[config.mk]
export PLATFORM = sky130hd
export DESIGN_NAME = pmu_top
export DESIGN_NICKNAME = d
export VERILOG_FILES = /design/src/design/pmu_pkg.sv /design/src/design/pmu_sync2ff.sv /design/src/design/pmu_chan.sv /design/src/design/pmu_top.sv
export SDC_FILE = /design/constraint.sdc
export NUM_CORES = 2
export LEC_CHECK = 0
export BUFFER_PORTS_ARGS = -buffer_cell sky130_fd_sc_hd__buf_4
export CAP_MARGIN = 10
export CORE_AREA = 3 3 379 381
export CTS_BUF_LIST = sky130_fd_sc_hd__clkbuf_4
export CTS_CLUSTER_DIAMETER = 200
export DETAILED_ROUTE_END_ITERATION = 8
export DIE_AREA = 0 0 382 384
export GPL_TIMING_DRIVEN = 0
export PLACE_DENSITY = 0.67
export SKIP_CTS_REPAIR_TIMING = 1
export SYNTH_ARGS = -nofsm -noshare
export SYNTH_HDL_FRONTEND = slang
export SYNTH_SLANG_ARGS = --single-unit
[constraint.sdc]
create_clock -name pclk -period 3.95 [get_ports pclk]
set_clock_uncertainty 0.15 [all_clocks]
set_input_delay 0.79 -clock pclk [delete_from_list [all_inputs] [get_ports pclk]]
set_output_delay 0.79 -clock pclk [all_outputs]
set_load 0.02 [all_outputs]
[src/design/pmu_pkg.sv]
package pmu_pkg;

   // system make-up: probe is device 0, I/O modules are devices 1 to 4
   localparam int NDEV  = 5;
   localparam int NSIDE = 2;
   localparam int NPIN  = 2;
   localparam int NSTIM = (NDEV - 1) * NSIDE * NPIN;
   localparam int NCH   = 1 + NSTIM;

   // timing
   localparam int CLK_HZ        = 40_000_000;
   localparam int FREERUN_HZ    = 1_000;
   localparam int FREERUN_CYC   = CLK_HZ / FREERUN_HZ;
   localparam int FREQ_GATE_S   = 1;
   localparam int FREQ_GATE_CYC = CLK_HZ * FREQ_GATE_S;

   // register byte addresses
   localparam logic [7:0] ADDR_CTRL   = 8'h00;
   localparam logic [7:0] ADDR_STROBE = 8'h04;
   localparam logic [7:0] ADDR_CFG0   = 8'h08;
   localparam logic [7:0] ADDR_SEL    = 8'h1C;
   localparam logic [7:0] ADDR_SIG    = 8'h20;
   localparam logic [7:0] ADDR_LVL    = 8'h24;
   localparam logic [7:0] ADDR_CNT    = 8'h28;
   localparam logic [7:0] ADDR_STIM   = 8'h2C;
   localparam logic [7:0] ADDR_STAT   = 8'h30;

   // field positions
   localparam int CTRL_ARM        = 0;
   localparam int CTRL_CLOSE      = 1;
   localparam int CFG_SRC_LSB     = 0;
   localparam int CFG_FREQ_BIT    = 2;
   localparam int CFG_ASYNC_BIT   = 3;
   localparam int CFG_DLY_LSB     = 4;
   localparam int DLY_W           = 4;
   localparam int CFG_START_RISE  = 8;
   localparam int CFG_STOP_RISE   = 9;
   localparam int CFG_CLK_RISE    = 10;
   localparam int CFG_EN_LSB      = 11;
   localparam int CFG_STOPCNT_BIT = 13;
   localparam int CFG_PULSER_BIT  = 14;
   localparam int CFG_SCNT_LSB    = 16;
   localparam int SCNT_W          = 16;
   localparam int SEL_DEV_LSB     = 0;
   localparam int SEL_SIDE_BIT    = 4;
   localparam int SEL_PIN_LSB     = 8;
   localparam int STIM_OE_LSB     = 16;
   localparam int STAT_WIN        = 0;
   localparam int STAT_DONE_LSB   = 8;
   localparam int CNT_OVF_BIT     = 31;

   // reset values
   localparam logic [31:0] CFG_RST  = 32'h0000_0000;
   localparam logic [31:0] SEL_RST  = 32'h0000_0100;
   localparam logic [31:0] STIM_RST = 32'h0000_0000;

   // pin selector limits
   localparam logic [7:0] PIN_MIN = 8'h01;
   localparam logic [7:0] PIN_MAX = 8'hFF;

   // one-hot pin class, bit weights equal the level-history weights
   localparam logic [2:0] CLS_LOW  = 3'h1;
   localparam logic [2:0] CLS_INV  = 3'h2;
   localparam logic [2:0] CLS_HIGH = 3'h4;

   // signature: x^16 + x^12 + x^9 + x^7 + 1
   localparam int          SIG_W    = 16;
   localparam logic [15:0] SIG_TAPS = 16'h8940;

   // external enable modes
   localparam logic [1:0] EN_HIGH = 2'h1;
   localparam logic [1:0] EN_LOW  = 2'h2;

   // positions in the synchronised input vector
   localparam int IN_PLO = 0;
   localparam int IN_PHI = 1;
   localparam int IN_MLO = 2;
   localparam int IN_MHI = IN_MLO + NSTIM;
   localparam int IN_XST = IN_MHI + NSTIM;
   localparam int IN_XSP = IN_XST + NDEV;
   localparam int IN_XCK = IN_XSP + NDEV;
   localparam int IN_XEN = IN_XCK + NDEV;
   localparam int IN_POD = IN_XEN + NDEV;
   localparam int IN_W   = IN_POD + 1;

   typedef enum logic [1:0] {
      SRC_POD  = 2'h0,
      SRC_INT  = 2'h1,
      SRC_EXT  = 2'h2,
      SRC_FREE = 2'h3
   } pmu_src_t;

   typedef enum logic [2:0] {
      EXT_WAIT = 3'b001,
      EXT_RUN  = 3'b010,
      EXT_DONE = 3'b100
   } pmu_ext_t;

endpackage

[src/design/pmu_sync2ff.sv]
`timescale 1ns/1ps
module pmu_sync2ff
   import pmu_pkg::*;
#(
   parameter int W = 1
) (
   // clock and reset
   input  wire logic         pclk,
   input  wire logic         presetn,
   input  wire logic         ce,
   // data
   input  wire logic [W-1:0] d,
   output logic      [W-1:0] q
);

   logic [W-1:0] meta_q;

   always_ff @(posedge pclk or negedge presetn) begin
      if (!presetn) begin
         meta_q <= '0;
         q      <= '0;
      end else if (ce) begin
         meta_q <= d;
         q      <= meta_q;
      end
   end

endmodule

[src/design/pmu_chan.sv]
`timescale 1ns/1ps
module pmu_chan
   import pmu_pkg::*;
(
   // clock and reset
   input  wire logic             pclk,
   input  wire logic             presetn,
   input  wire logic             ce,
   // control
   input  wire logic             clr,
   input  wire logic             win,
   input  wire logic             sample,
   input  wire logic             async_mode,
   input  wire logic             freq_mode,
   input  wire logic             gate,
   input  wire logic [2:0]       cls,
   // results
   output logic      [SIG_W-1:0] sig_q,
   output logic      [2:0]       lvl_q,
   output logic      [31:0]      cnt_q
);

   logic [2:0] cls_q;
   logic       rise;
   logic       cnt_en;

   assign rise   = cls_q[1] & cls[2];
   assign cnt_en = win & rise & (~freq_mode | gate);

   always_ff @(posedge pclk or negedge presetn) begin
      if (!presetn) begin
         cls_q <= CLS_LOW;
      end else if (ce) begin
         cls_q <= cls;
      end
   end

   // weights fall out of the one-hot class code
   always_ff @(posedge pclk or negedge presetn) begin
      if (!presetn) begin
         lvl_q <= 3'h0;
      end else if (ce) begin
         if (clr) begin
            lvl_q <= (win && (async_mode || sample)) ? cls : 3'h0;
         end else if (win && (async_mode || sample)) begin
            lvl_q <= lvl_q | cls;
         end
      end
   end

   always_ff @(posedge pclk or negedge presetn) begin
      if (!presetn) begin
         sig_q <= 16'h0000;
      end else if (ce) begin
         if (clr) begin
            sig_q <= 16'h0000;
         end else if (win && sample) begin
            sig_q <= {sig_q[SIG_W-2:0], (^(sig_q & SIG_TAPS)) ^ cls[2]};
         end
      end
   end

   // overflow stays set in the top bit while the low bits wrap
   always_ff @(posedge pclk or negedge presetn) begin
      if (!presetn) begin
         cnt_q <= 32'h0000_0000;
      end else if (ce) begin
         if (clr) begin
            cnt_q <= 32'h0000_0000;
         end else if (cnt_en) begin
            cnt_q <= {cnt_q[CNT_OVF_BIT] | (&cnt_q[30:0]), cnt_q[30:0] + 31'h1};
         end
      end
   end

endmodule

[src/design/pmu_top.sv]
// Our own choices: the APB register port and the address map.
`timescale 1ns/1ps
module pmu_top
   import pmu_pkg::*;
#(
   parameter int unsigned FREERUN_CYCLES = FREERUN_CYC,
   parameter int unsigned GATE_CYCLES    = FREQ_GATE_CYC
) (
   // clock, reset, enable
   input  wire logic             pclk,
   input  wire logic             presetn,
   input  wire logic             ce,
   // apb slave
   input  wire logic             psel,
   input  wire logic             penable,
   input  wire logic [7:0]       paddr,
   input  wire logic             pwrite,
   input  wire logic [31:0]      pwdata,
   output logic      [31:0]      prdata,
   output logic                  pready,
   output logic                  pslverr,
   // comparator outputs: above low threshold, above high threshold
   input  wire logic             probe_above_lo,
   input  wire logic             probe_above_hi,
   input  wire logic [NSTIM-1:0] mod_above_lo,
   input  wire logic [NSTIM-1:0] mod_above_hi,
   // external sync leads, one per device
   input  wire logic [NDEV-1:0]  ext_start,
   input  wire logic [NDEV-1:0]  ext_stop,
   input  wire logic [NDEV-1:0]  ext_clk,
   input  wire logic [NDEV-1:0]  ext_en,
   // pod access strobe
   input  wire logic             access_cycle_strobe_n,
   // stimulus
   output logic                  probe_stim,
   output logic                  probe_stim_oe,
   output logic      [NSTIM-1:0] mod_stim,
   output logic      [NSTIM-1:0] mod_stim_oe
);

   logic [IN_W-1:0]     raw;
   logic [IN_W-1:0]     syn;
   logic [NCH-1:0]      lo_v;
   logic [NCH-1:0]      hi_v;
   logic [2:0]          cls [NCH];
   logic                pod_prev_q;
   logic                pod_fall;
   logic [3*NDEV-1:0]   ext_prev_q;
   logic                win_q;
   logic                clr_q;
   logic [31:0]         cfg_q [NDEV];
   logic [NDEV-1:0]     freq_q;
   logic [NDEV-1:0]     stb_q;
   logic [31:0]         sel_q;
   logic [31:0]         stim_q;
   logic [31:0]         gate_cnt_q;
   logic                gate_q;
   logic [31:0]         free_cnt_q;
   logic                free_tick;
   logic [NDEV-1:0]     evt_v;
   logic [NDEV-1:0]     samp_v;
   logic [NDEV-1:0]     done_v;
   logic [SIG_W-1:0]    sig_a [NCH];
   logic [2:0]          lvl_a [NCH];
   logic [31:0]         cnt_a [NCH];
   logic                wr;
   logic                rd_setup;
   logic                cfg_hit;
   logic [2:0]          cfg_idx;
   logic                res_addr;
   logic                map_ok;
   logic [2:0]          sel_dev;
   logic                sel_side;
   logic [7:0]          sel_pin;
   logic                sel_ok;
   logic                ch_hit;
   int                  ch_idx;
   logic [31:0]         rd_d;

   function automatic logic edge_of(input logic rise_sel, input logic prv, input logic cur);
      return rise_sel ? (~prv & cur) : (prv & ~cur);
   endfunction

   // every pin and lead crosses into pclk through two flops; the strobe enters
   // inverted so the flops' reset level is its idle level and no false edge follows reset
   assign raw = {~access_cycle_strobe_n, ext_en, ext_clk, ext_stop, ext_start,
                 mod_above_hi, mod_above_lo, probe_above_hi, probe_above_lo};

   pmu_sync2ff #(
      .W (IN_W)
   ) u_sync (
      .pclk    (pclk),
      .presetn (presetn),
      .ce      (ce),
      .d       (raw),
      .q       (syn)
   );

   assign lo_v = {syn[IN_MLO +: NSTIM], syn[IN_PLO]};
   assign hi_v = {syn[IN_MHI +: NSTIM], syn[IN_PHI]};

   for (genvar c = 0; c < NCH; c++) begin : g_cls
      assign cls[c] = (lo_v[c] & hi_v[c])   ? CLS_HIGH :
                      (~lo_v[c] & ~hi_v[c]) ? CLS_LOW  : CLS_INV;
   end

   always_ff @(posedge pclk or negedge presetn) begin
      if (!presetn) begin
         pod_prev_q <= 1'b0;
         ext_prev_q <= '0;
      end else if (ce) begin
         pod_prev_q <= syn[IN_POD];
         ext_prev_q <= syn[IN_XST +: 3*NDEV];
      end
   end

   assign pod_fall = ~pod_prev_q & syn[IN_POD];

   // apb: zero wait states while enabled, read data caught in the setup cycle
   assign wr       = psel & penable & pwrite & ce;
   assign rd_setup = psel & ~penable & ~pwrite & ce;
   assign pready   = ce;
   assign cfg_hit  = (paddr >= ADDR_CFG0) && (paddr < ADDR_SEL) && (paddr[1:0] == 2'h0);
   assign cfg_idx  = 3'((paddr - ADDR_CFG0) >> 2);
   assign res_addr = (paddr == ADDR_SIG) || (paddr == ADDR_LVL) || (paddr == ADDR_CNT);

   assign sel_dev  = sel_q[SEL_DEV_LSB +: 3];
   assign sel_side = sel_q[SEL_SIDE_BIT];
   assign sel_pin  = sel_q[SEL_PIN_LSB +: 8];
   assign sel_ok   = (sel_pin >= PIN_MIN) && (sel_pin <= PIN_MAX)
                     && (sel_dev < 3'(NDEV));

   always_comb begin
      map_ok = cfg_hit;
      unique case (paddr)
         ADDR_CTRL, ADDR_STROBE, ADDR_SEL, ADDR_STIM, ADDR_STAT: map_ok = 1'b1;
         ADDR_SIG, ADDR_LVL, ADDR_CNT:                           map_ok = 1'b1;
         default:                                                map_ok = cfg_hit;
      endcase
   end

   // result reads with a refused pin selector end in an error
   assign pslverr = psel & penable & ce & (~map_ok | (res_addr & ~pwrite & ~sel_ok));

   // pins past the clip width select nothing and read zero
   always_comb begin
      ch_hit = 1'b0;
      ch_idx = 0;
      if (sel_dev == 3'h0) begin
         ch_hit = (sel_pin == PIN_MIN) && !sel_side;
      end else if (sel_dev < 3'(NDEV)) begin
         ch_hit = (sel_pin >= PIN_MIN) && (sel_pin <= 8'(NPIN));
         if (ch_hit) begin
            ch_idx = 1 + ((int'(sel_dev) - 1) * NSIDE + int'(sel_side)) * NPIN
                     + int'(sel_pin) - 1;
         end
      end
   end

   always_comb begin
      rd_d = 32'h0000_0000;
      if (cfg_hit) begin
         rd_d = cfg_q[cfg_idx];
      end else begin
         unique case (paddr)
            ADDR_SEL:  rd_d = sel_q;
            ADDR_STIM: rd_d = stim_q;
            ADDR_STAT: begin
               rd_d[STAT_WIN] = win_q;
               rd_d[STAT_DONE_LSB +: NDEV] = done_v;
            end
            ADDR_SIG:  rd_d = ch_hit ? {16'h0000, sig_a[ch_idx]} : 32'h0000_0000;
            ADDR_LVL:  rd_d = ch_hit ? {29'h0000_0000, lvl_a[ch_idx]} : 32'h0000_0000;
            ADDR_CNT:  rd_d = ch_hit ? cnt_a[ch_idx] : 32'h0000_0000;
            default:   rd_d = 32'h0000_0000;
         endcase
      end
   end

   always_ff @(posedge pclk or negedge presetn) begin
      if (!presetn) begin
         prdata <= 32'h0000_0000;
      end else if (rd_setup) begin
         prdata <= rd_d;
      end
   end

   // window control; a close in the same write as an arm wins
   always_ff @(posedge pclk or negedge presetn) begin
      if (!presetn) begin
         win_q  <= 1'b0;
         clr_q  <= 1'b0;
         freq_q <= '0;
      end else if (ce) begin
         clr_q <= 1'b0;
         if (wr && paddr == ADDR_CTRL) begin
            if (pwdata[CTRL_CLOSE]) begin
               win_q <= 1'b0;
            end else if (pwdata[CTRL_ARM]) begin
               win_q <= 1'b1;
               clr_q <= 1'b1;
               for (int d = 0; d < NDEV; d++) begin
                  freq_q[d] <= cfg_q[d][CFG_FREQ_BIT];
               end
            end
         end
      end
   end

   always_ff @(posedge pclk or negedge presetn) begin
      if (!presetn) begin
         for (int d = 0; d < NDEV; d++) begin
            cfg_q[d] <= CFG_RST;
         end
      end else if (ce && wr && cfg_hit) begin
         cfg_q[cfg_idx] <= pwdata;
      end
   end

   always_ff @(posedge pclk or negedge presetn) begin
      if (!presetn) begin
         sel_q  <= SEL_RST;
         stim_q <= STIM_RST;
         stb_q  <= '0;
      end else if (ce) begin
         stb_q <= (wr && paddr == ADDR_STROBE) ? pwdata[NDEV-1:0] : '0;
         if (wr && paddr == ADDR_SEL) begin
            sel_q <= pwdata;
         end
         if (wr && paddr == ADDR_STIM) begin
            stim_q <= pwdata;
         end
      end
   end

   // one gate from window open; edges counted inside it are hertz
   always_ff @(posedge pclk or negedge presetn) begin
      if (!presetn) begin
         gate_cnt_q <= 32'h0000_0000;
         gate_q     <= 1'b0;
      end else if (ce) begin
         if (clr_q) begin
            gate_cnt_q <= 32'h0000_0000;
            gate_q     <= 1'b1;
         end else if (gate_q && win_q) begin
            gate_cnt_q <= gate_cnt_q + 32'h0000_0001;
            if (gate_cnt_q == 32'(GATE_CYCLES - 1)) begin
               gate_q <= 1'b0;
            end
         end
      end
   end

   assign free_tick = (free_cnt_q == 32'(FREERUN_CYCLES - 1));

   always_ff @(posedge pclk or negedge presetn) begin
      if (!presetn) begin
         free_cnt_q <= 32'h0000_0000;
      end else if (ce) begin
         free_cnt_q <= free_tick ? 32'h0000_0000 : free_cnt_q + 32'h0000_0001;
      end
   end

   for (genvar d = 0; d < NDEV; d++) begin : g_dev
      logic [31:0]       c;
      pmu_src_t          src;
      logic              st_e;
      logic              sp_e;
      logic              ck_e;
      logic              en_ok;
      logic              stop_now;
      logic              evt;
      pmu_ext_t          ext_q;
      logic [SCNT_W-1:0] ecnt_q;
      logic [DLY_W-1:0]  dly_q;
      logic              pend_q;
      logic              samp_q;

      assign c     = cfg_q[d];
      assign src   = pmu_src_t'(c[CFG_SRC_LSB +: 2]);
      assign st_e  = edge_of(c[CFG_START_RISE], ext_prev_q[d], syn[IN_XST+d]);
      assign sp_e  = edge_of(c[CFG_STOP_RISE], ext_prev_q[NDEV+d], syn[IN_XSP+d]);
      assign ck_e  = edge_of(c[CFG_CLK_RISE], ext_prev_q[2*NDEV+d], syn[IN_XCK+d]);
      assign en_ok = (c[CFG_EN_LSB +: 2] == EN_HIGH) ? syn[IN_XEN+d] :
                     (c[CFG_EN_LSB +: 2] == EN_LOW)  ? ~syn[IN_XEN+d] : 1'b1;
      assign stop_now = c[CFG_STOPCNT_BIT]
                        ? (ck_e & en_ok & ((ecnt_q + 16'h0001) == c[CFG_SCNT_LSB +: SCNT_W]))
                        : sp_e;

      always_comb begin
         unique case (src)
            SRC_POD:  evt = pod_fall;
            SRC_INT:  evt = stb_q[d];
            SRC_EXT:  evt = ck_e & en_ok & (ext_q == EXT_RUN);
            SRC_FREE: evt = free_tick;
         endcase
      end

      always_ff @(posedge pclk or negedge presetn) begin
         if (!presetn) begin
            ext_q  <= EXT_WAIT;
            ecnt_q <= 16'h0000;
         end else if (ce) begin
            if (clr_q) begin
               ext_q  <= EXT_WAIT;
               ecnt_q <= 16'h0000;
            end else if (win_q && src == SRC_EXT) begin
               unique case (ext_q)
                  EXT_WAIT: begin
                     if (st_e) begin
                        ext_q <= EXT_RUN;
                     end
                  end
                  EXT_RUN: begin
                     if (ck_e && en_ok) begin
                        ecnt_q <= ecnt_q + 16'h0001;
                     end
                     if (stop_now) begin
                        ext_q <= EXT_DONE;
                     end
                  end
                  EXT_DONE: ext_q <= EXT_DONE;
                  default:  ext_q <= EXT_WAIT;
               endcase
            end
         end
      end

      // an edge that lands while a delayed sample is pending is dropped
      always_ff @(posedge pclk or negedge presetn) begin
         if (!presetn) begin
            dly_q  <= 4'h0;
            pend_q <= 1'b0;
            samp_q <= 1'b0;
         end else if (ce) begin
            samp_q <= 1'b0;
            if (pend_q) begin
               dly_q <= dly_q - 4'h1;
               if (dly_q == 4'h1) begin
                  samp_q <= 1'b1;
                  pend_q <= 1'b0;
               end
            end else if (evt) begin
               if (c[CFG_DLY_LSB +: DLY_W] == 4'h0) begin
                  samp_q <= 1'b1;
               end else begin
                  pend_q <= 1'b1;
                  dly_q  <= c[CFG_DLY_LSB +: DLY_W];
               end
            end
         end
      end

      assign evt_v[d]  = evt;
      assign samp_v[d] = samp_q;
      assign done_v[d] = (ext_q == EXT_DONE);
   end

   for (genvar c = 0; c < NCH; c++) begin : g_chan
      localparam int D = (c == 0) ? 0 : 1 + (c - 1) / (NSIDE * NPIN);

      pmu_chan u_chan (
         .pclk       (pclk),
         .presetn    (presetn),
         .ce         (ce),
         .clr        (clr_q),
         .win        (win_q),
         .sample     (samp_v[D]),
         .async_mode (cfg_q[D][CFG_ASYNC_BIT]),
         .freq_mode  (freq_q[D]),
         .gate       (gate_q),
         .cls        (cls[c]),
         .sig_q      (sig_a[c]),
         .lvl_q      (lvl_a[c]),
         .cnt_q      (cnt_a[c])
      );
   end

   // probe pulser runs from the probe's sync event, window or not
   always_ff @(posedge pclk or negedge presetn) begin
      if (!presetn) begin
         probe_stim <= 1'b0;
      end else if (ce && cfg_q[0][CFG_PULSER_BIT] && evt_v[0]) begin
         probe_stim <= ~probe_stim;
      end
   end

   assign probe_stim_oe = cfg_q[0][CFG_PULSER_BIT];
   assign mod_stim      = stim_q[NSTIM-1:0];
   assign mod_stim_oe   = stim_q[STIM_OE_LSB +: NSTIM];

endmodule

==> metrics.yaml <==
worst-path-max-fanout: 10
syn_inst: 7740
syn-num-nets: 7918
fmax_mhz: 229
r2r_cells: 13
ios: 169
ys_seq_elements: 1469
ys_seq_area_share_pct: 48.4
total_power_mw: 37.1
first_pass_iters: 6
vias: 67101
synth_simple_gate_area_share_pct: 18.8
path_clk_slew_ps: 70
finalNonFillerCells: 10638
rsz0062_at_grt: "yes"
fin_setup_tns_ps: -6100
grt_pass1_wl_um: 429000
hold-worst-slack_ps: -205
crit_chain: "inv_1, ha_1, ha_1, nand4b_2, nor3_2, buf_4, clkbuf_4, buf_4, a32oi_1, nand4_1, nand3_1, nand2_1, a31oi_1"
cts-root-buf: "clkbuf_4"
ir_drop_mv: 0.335
critical_path_class: "reg -> reg"
drt_iter0_markers: 7795
failed_checks: "hold timing, setup timing"
status: "finished, violations left"
power_density_nw_per_um2: 427
wl_per_cell_um: 28.0
post-route-period-util_pct: 111
drc: 0
slowest_delay_ps: 530
antenna_found_initial: 16
synth_ff_type: "dfrtp_1"
ys_types: 84
async_reset_ff_share_pct: 100
portBuffers: 167
drive_above_1_share_pct: 16.7
area_growth_pct: 14.5
fin_area_sq_um: 86900
fillers: 12188
clock_latency_ps: 1340
crit_start: "sel_q[0]$_DFFE_PN0P_"
overflow: 0
synth_top_family_by_area: "simple AND/OR/NAND/NOR gates"
dp_hpwl_um: 223000
maxCapViolCount: 0
dieArea_sq_um: 147000
grt_max_degree: 175
slew_headroom_pct: 9.68
crit_path_top_delay_cell: "nand4b_2"
required_ps: 4950
synth-adder-area-share_pct: 1.28
die_x_um: 382
r2r_start: "sel_q[0]$_DFFE_PN0P_"
grt_pass1_vias: 63920
finalHoldViolations: 168
die_h_um: 384
tightestPinTransition_ps: 1340
synth_area_per_cell_sq_um: 9.81
netlist_area_sq_um: 75900
cts.sinks: 1469
synth_xor_area_share_pct: 7.98
final_max_slew_viol_count: 0
post-route-util_pct: 61.7
busiest_layer: "met2"
wl_um: 298000
seq_area_sq_um: 36800
met3_usage_pct: 10.7
clock_path_buffers: 4
yosysWarnings: 0
initial_core_util_pct: 53.9
vias_per_cell: 6.31
tritoncts: "done"
antenna_left: 0
synth_edf_count: 0
final_nets: 8642
finalSetupViolations: 36
worst_setup_path_end_kind: "register"
worstPathArrival_ps: 5370
synth.area.mux_share_pct: 7.82
setup_slack_ps: -419
power_leakage_nw: 39.4
core_sq_um: 141000
r2r-end: "prdata[6]$_DFFE_PN0P_"
gp_congestion: 1.08
worstHoldPathType: "in -> async"
multi_input_area_sq_um: 37300
r2r_slack_ps: -420
grt_use_met1_pct: 51.4
numCtsBuffers: 410
rows: 138
synth_compound_area_share_pct: 12.6
track_usage_pct: 39.8
crit_path_start_kind: "register"
period_needed_ps: 4370
post-place-ws_ps: -2170
placement.cell_area_sq_um: 80100
dp.cells: 9826
use_met2_pct: 59.0
h-tree-depth: 5
## synth_stat cells (15+ instances only)
master | count | area [sq um]
nand4_1 | 189 | 1180
a211oi_1 | 15 | 113
buf_1 | 70 | 263
a22o_1 | 333 | 2920
nor2b_1 | 15 | 93.8
a221o_1 | 18 | 180
or3b_2 | 15 | 131
a22oi_1 | 19 | 143
buf_2 | 24 | 120
a21o_1 | 17 | 128
nor4_1 | 41 | 257
a32oi_1 | 76 | 666
nand3_1 | 398 | 1990
nand2b_1 | 51 | 319
o22ai_1 | 51 | 319
nor2_1 | 733 | 2750
inv_1 | 122 | 458
clkbuf_1 | 377 | 1420
o221ai_1 | 18 | 158
dfrtp_1 | 1463 | 36600
nand3b_1 | 26 | 195
a31oi_1 | 59 | 369
or4_1 | 16 | 120
o211ai_1 | 35 | 263
o2bb2ai_1 | 36 | 315
nand2_1 | 1012 | 3800
a41oi_1 | 15 | 131
a21oi_1 | 261 | 1310
xnor2_1 | 319 | 2790
and3_1 | 117 | 732
nor3_1 | 139 | 696
and2_1 | 34 | 213
o22a_1 | 16 | 140
o21ai_0 | 238 | 1190
xor2_1 | 373 | 3270
a21boi_0 | 22 | 165
or3_1 | 90 | 563
a221oi_1 | 31 | 272
mux2i_1 | 185 | 1850
and4_1 | 56 | 490
or2_2 | 28 | 175
mux2_2 | 342 | 3850
ha_1 | 76 | 951
## flip-flops by register name, summed over array words and instances, names as in the netlist, 5 cells and up
name / count
freq_q: 5
u_sync.meta_q: 55
g_dev.samp_q: 5
stim_q: 32
g_dev.ext_q: 15
u_sync.q: 55
stb_q: 5
g_dev.dly_q: 20
g_dev.c: 160
ext_prev_q: 15
prdata: 32
g_dev.ecnt_q: 80
g_chan.u_chan.cls_q: 17
g_chan.u_chan.lvl_q: 51
g_chan.u_chan.sig_q: 272
sel_q: 32
free_cnt_q: 32
gate_cnt_q: 32
g_chan.u_chan.cnt_q: 544
g_dev.pend_q: 5
## power by group
group	switching, mW	internal, mW
registers	1.92	16.7
logic	2.69	2.37
clock network	6.68	6.81
## final cells by class
class / count / area share, %
Inverter: 122 / 0.531
Timing Repair Buffer: 314 / 3.47
Antenna cell: 15 / 0.0432
Sequential cell: 1469 / 42.3
Clock buffer: 586 / 5.06
Tap cell: 1890 / 2.72
Clock inverter: 95 / 0.462
Buffer: 475 / 2.46
Multi-Input combinational cell: 5672 / 42.9
## layer usage
metal	wire length (um)	up-vias
li1	-	29243
met1	117000	33184
met2	128000	3719
met3	29500	945
met4	23400	10
met5	125	-
## worst max-delay path, delay by kind of cell, from the launching register on
family                   cells  cell delay (ps)
flip-flops                   1              420
adder cells (fa/ha/maj)      2              460
AND/OR/NAND/NOR              5             1780
AO/OA/AOI/OAI                2              310
buffers and inverters        4             1110
## worst max-delay path by stage
stage	endpoint	slack, ps
6_report	prdata[6]$_DFFE_PN0P_	-420
5_1_grt	pslverr	-320
4_1_cts	prdata[16]$_DFFE_PN0P_	-2210
3_5_place_dp	prdata[16]$_DFFE_PN0P_	-2170
3_3_place_gp	g_dev[3].ecnt_q[7]$_DFFE_PN0P_	-16510
2_1_floorplan	g_dev[0].c[10]$_DFFE_PN0P_	650
## cell families (layout without fill, tap and decap cells)
group	after synthesis	after routing
DFF	1469	1469
buffers and inverters	599	1592
adders and majority gates	77	77
AOI/OAI and AO/OA	1346	1346
xor gates and xnor gates	692	692
other	0	15
muxes	537	537
and+or+nand+nor	3020	3020
## layout by cell type, fill, tap and decap left out, types with 51 or more instances in the layout
cell	synthesis	final
nor3_1	139	127
a31oi_1	59	53
xor2_1	373	372
clkbuf_1	377	286
xnor2_1	319	319
nand4_1	189	189
mux2_2	342	342
nand2b_1	51	51
ha_1	76	76
clkbuf_2	0	67
or3_1	90	90
o22ai_1	51	51
dfrtp_1	1463	1463
and3_1	117	117
o21ai_0	238	227
clkinv_1	0	77
buf_4	1	194
nand2_1	1012	1012
nand3_1	398	397
dlygate4sd3_1	0	91
inv_1	122	121
nor2_1	733	728
mux2i_1	185	177
a21oi_1	261	260
a22o_1	333	333
clkbuf_4	0	617
a32oi_1	76	74
and4_1	56	56
(Power assumes the default switching activity.)
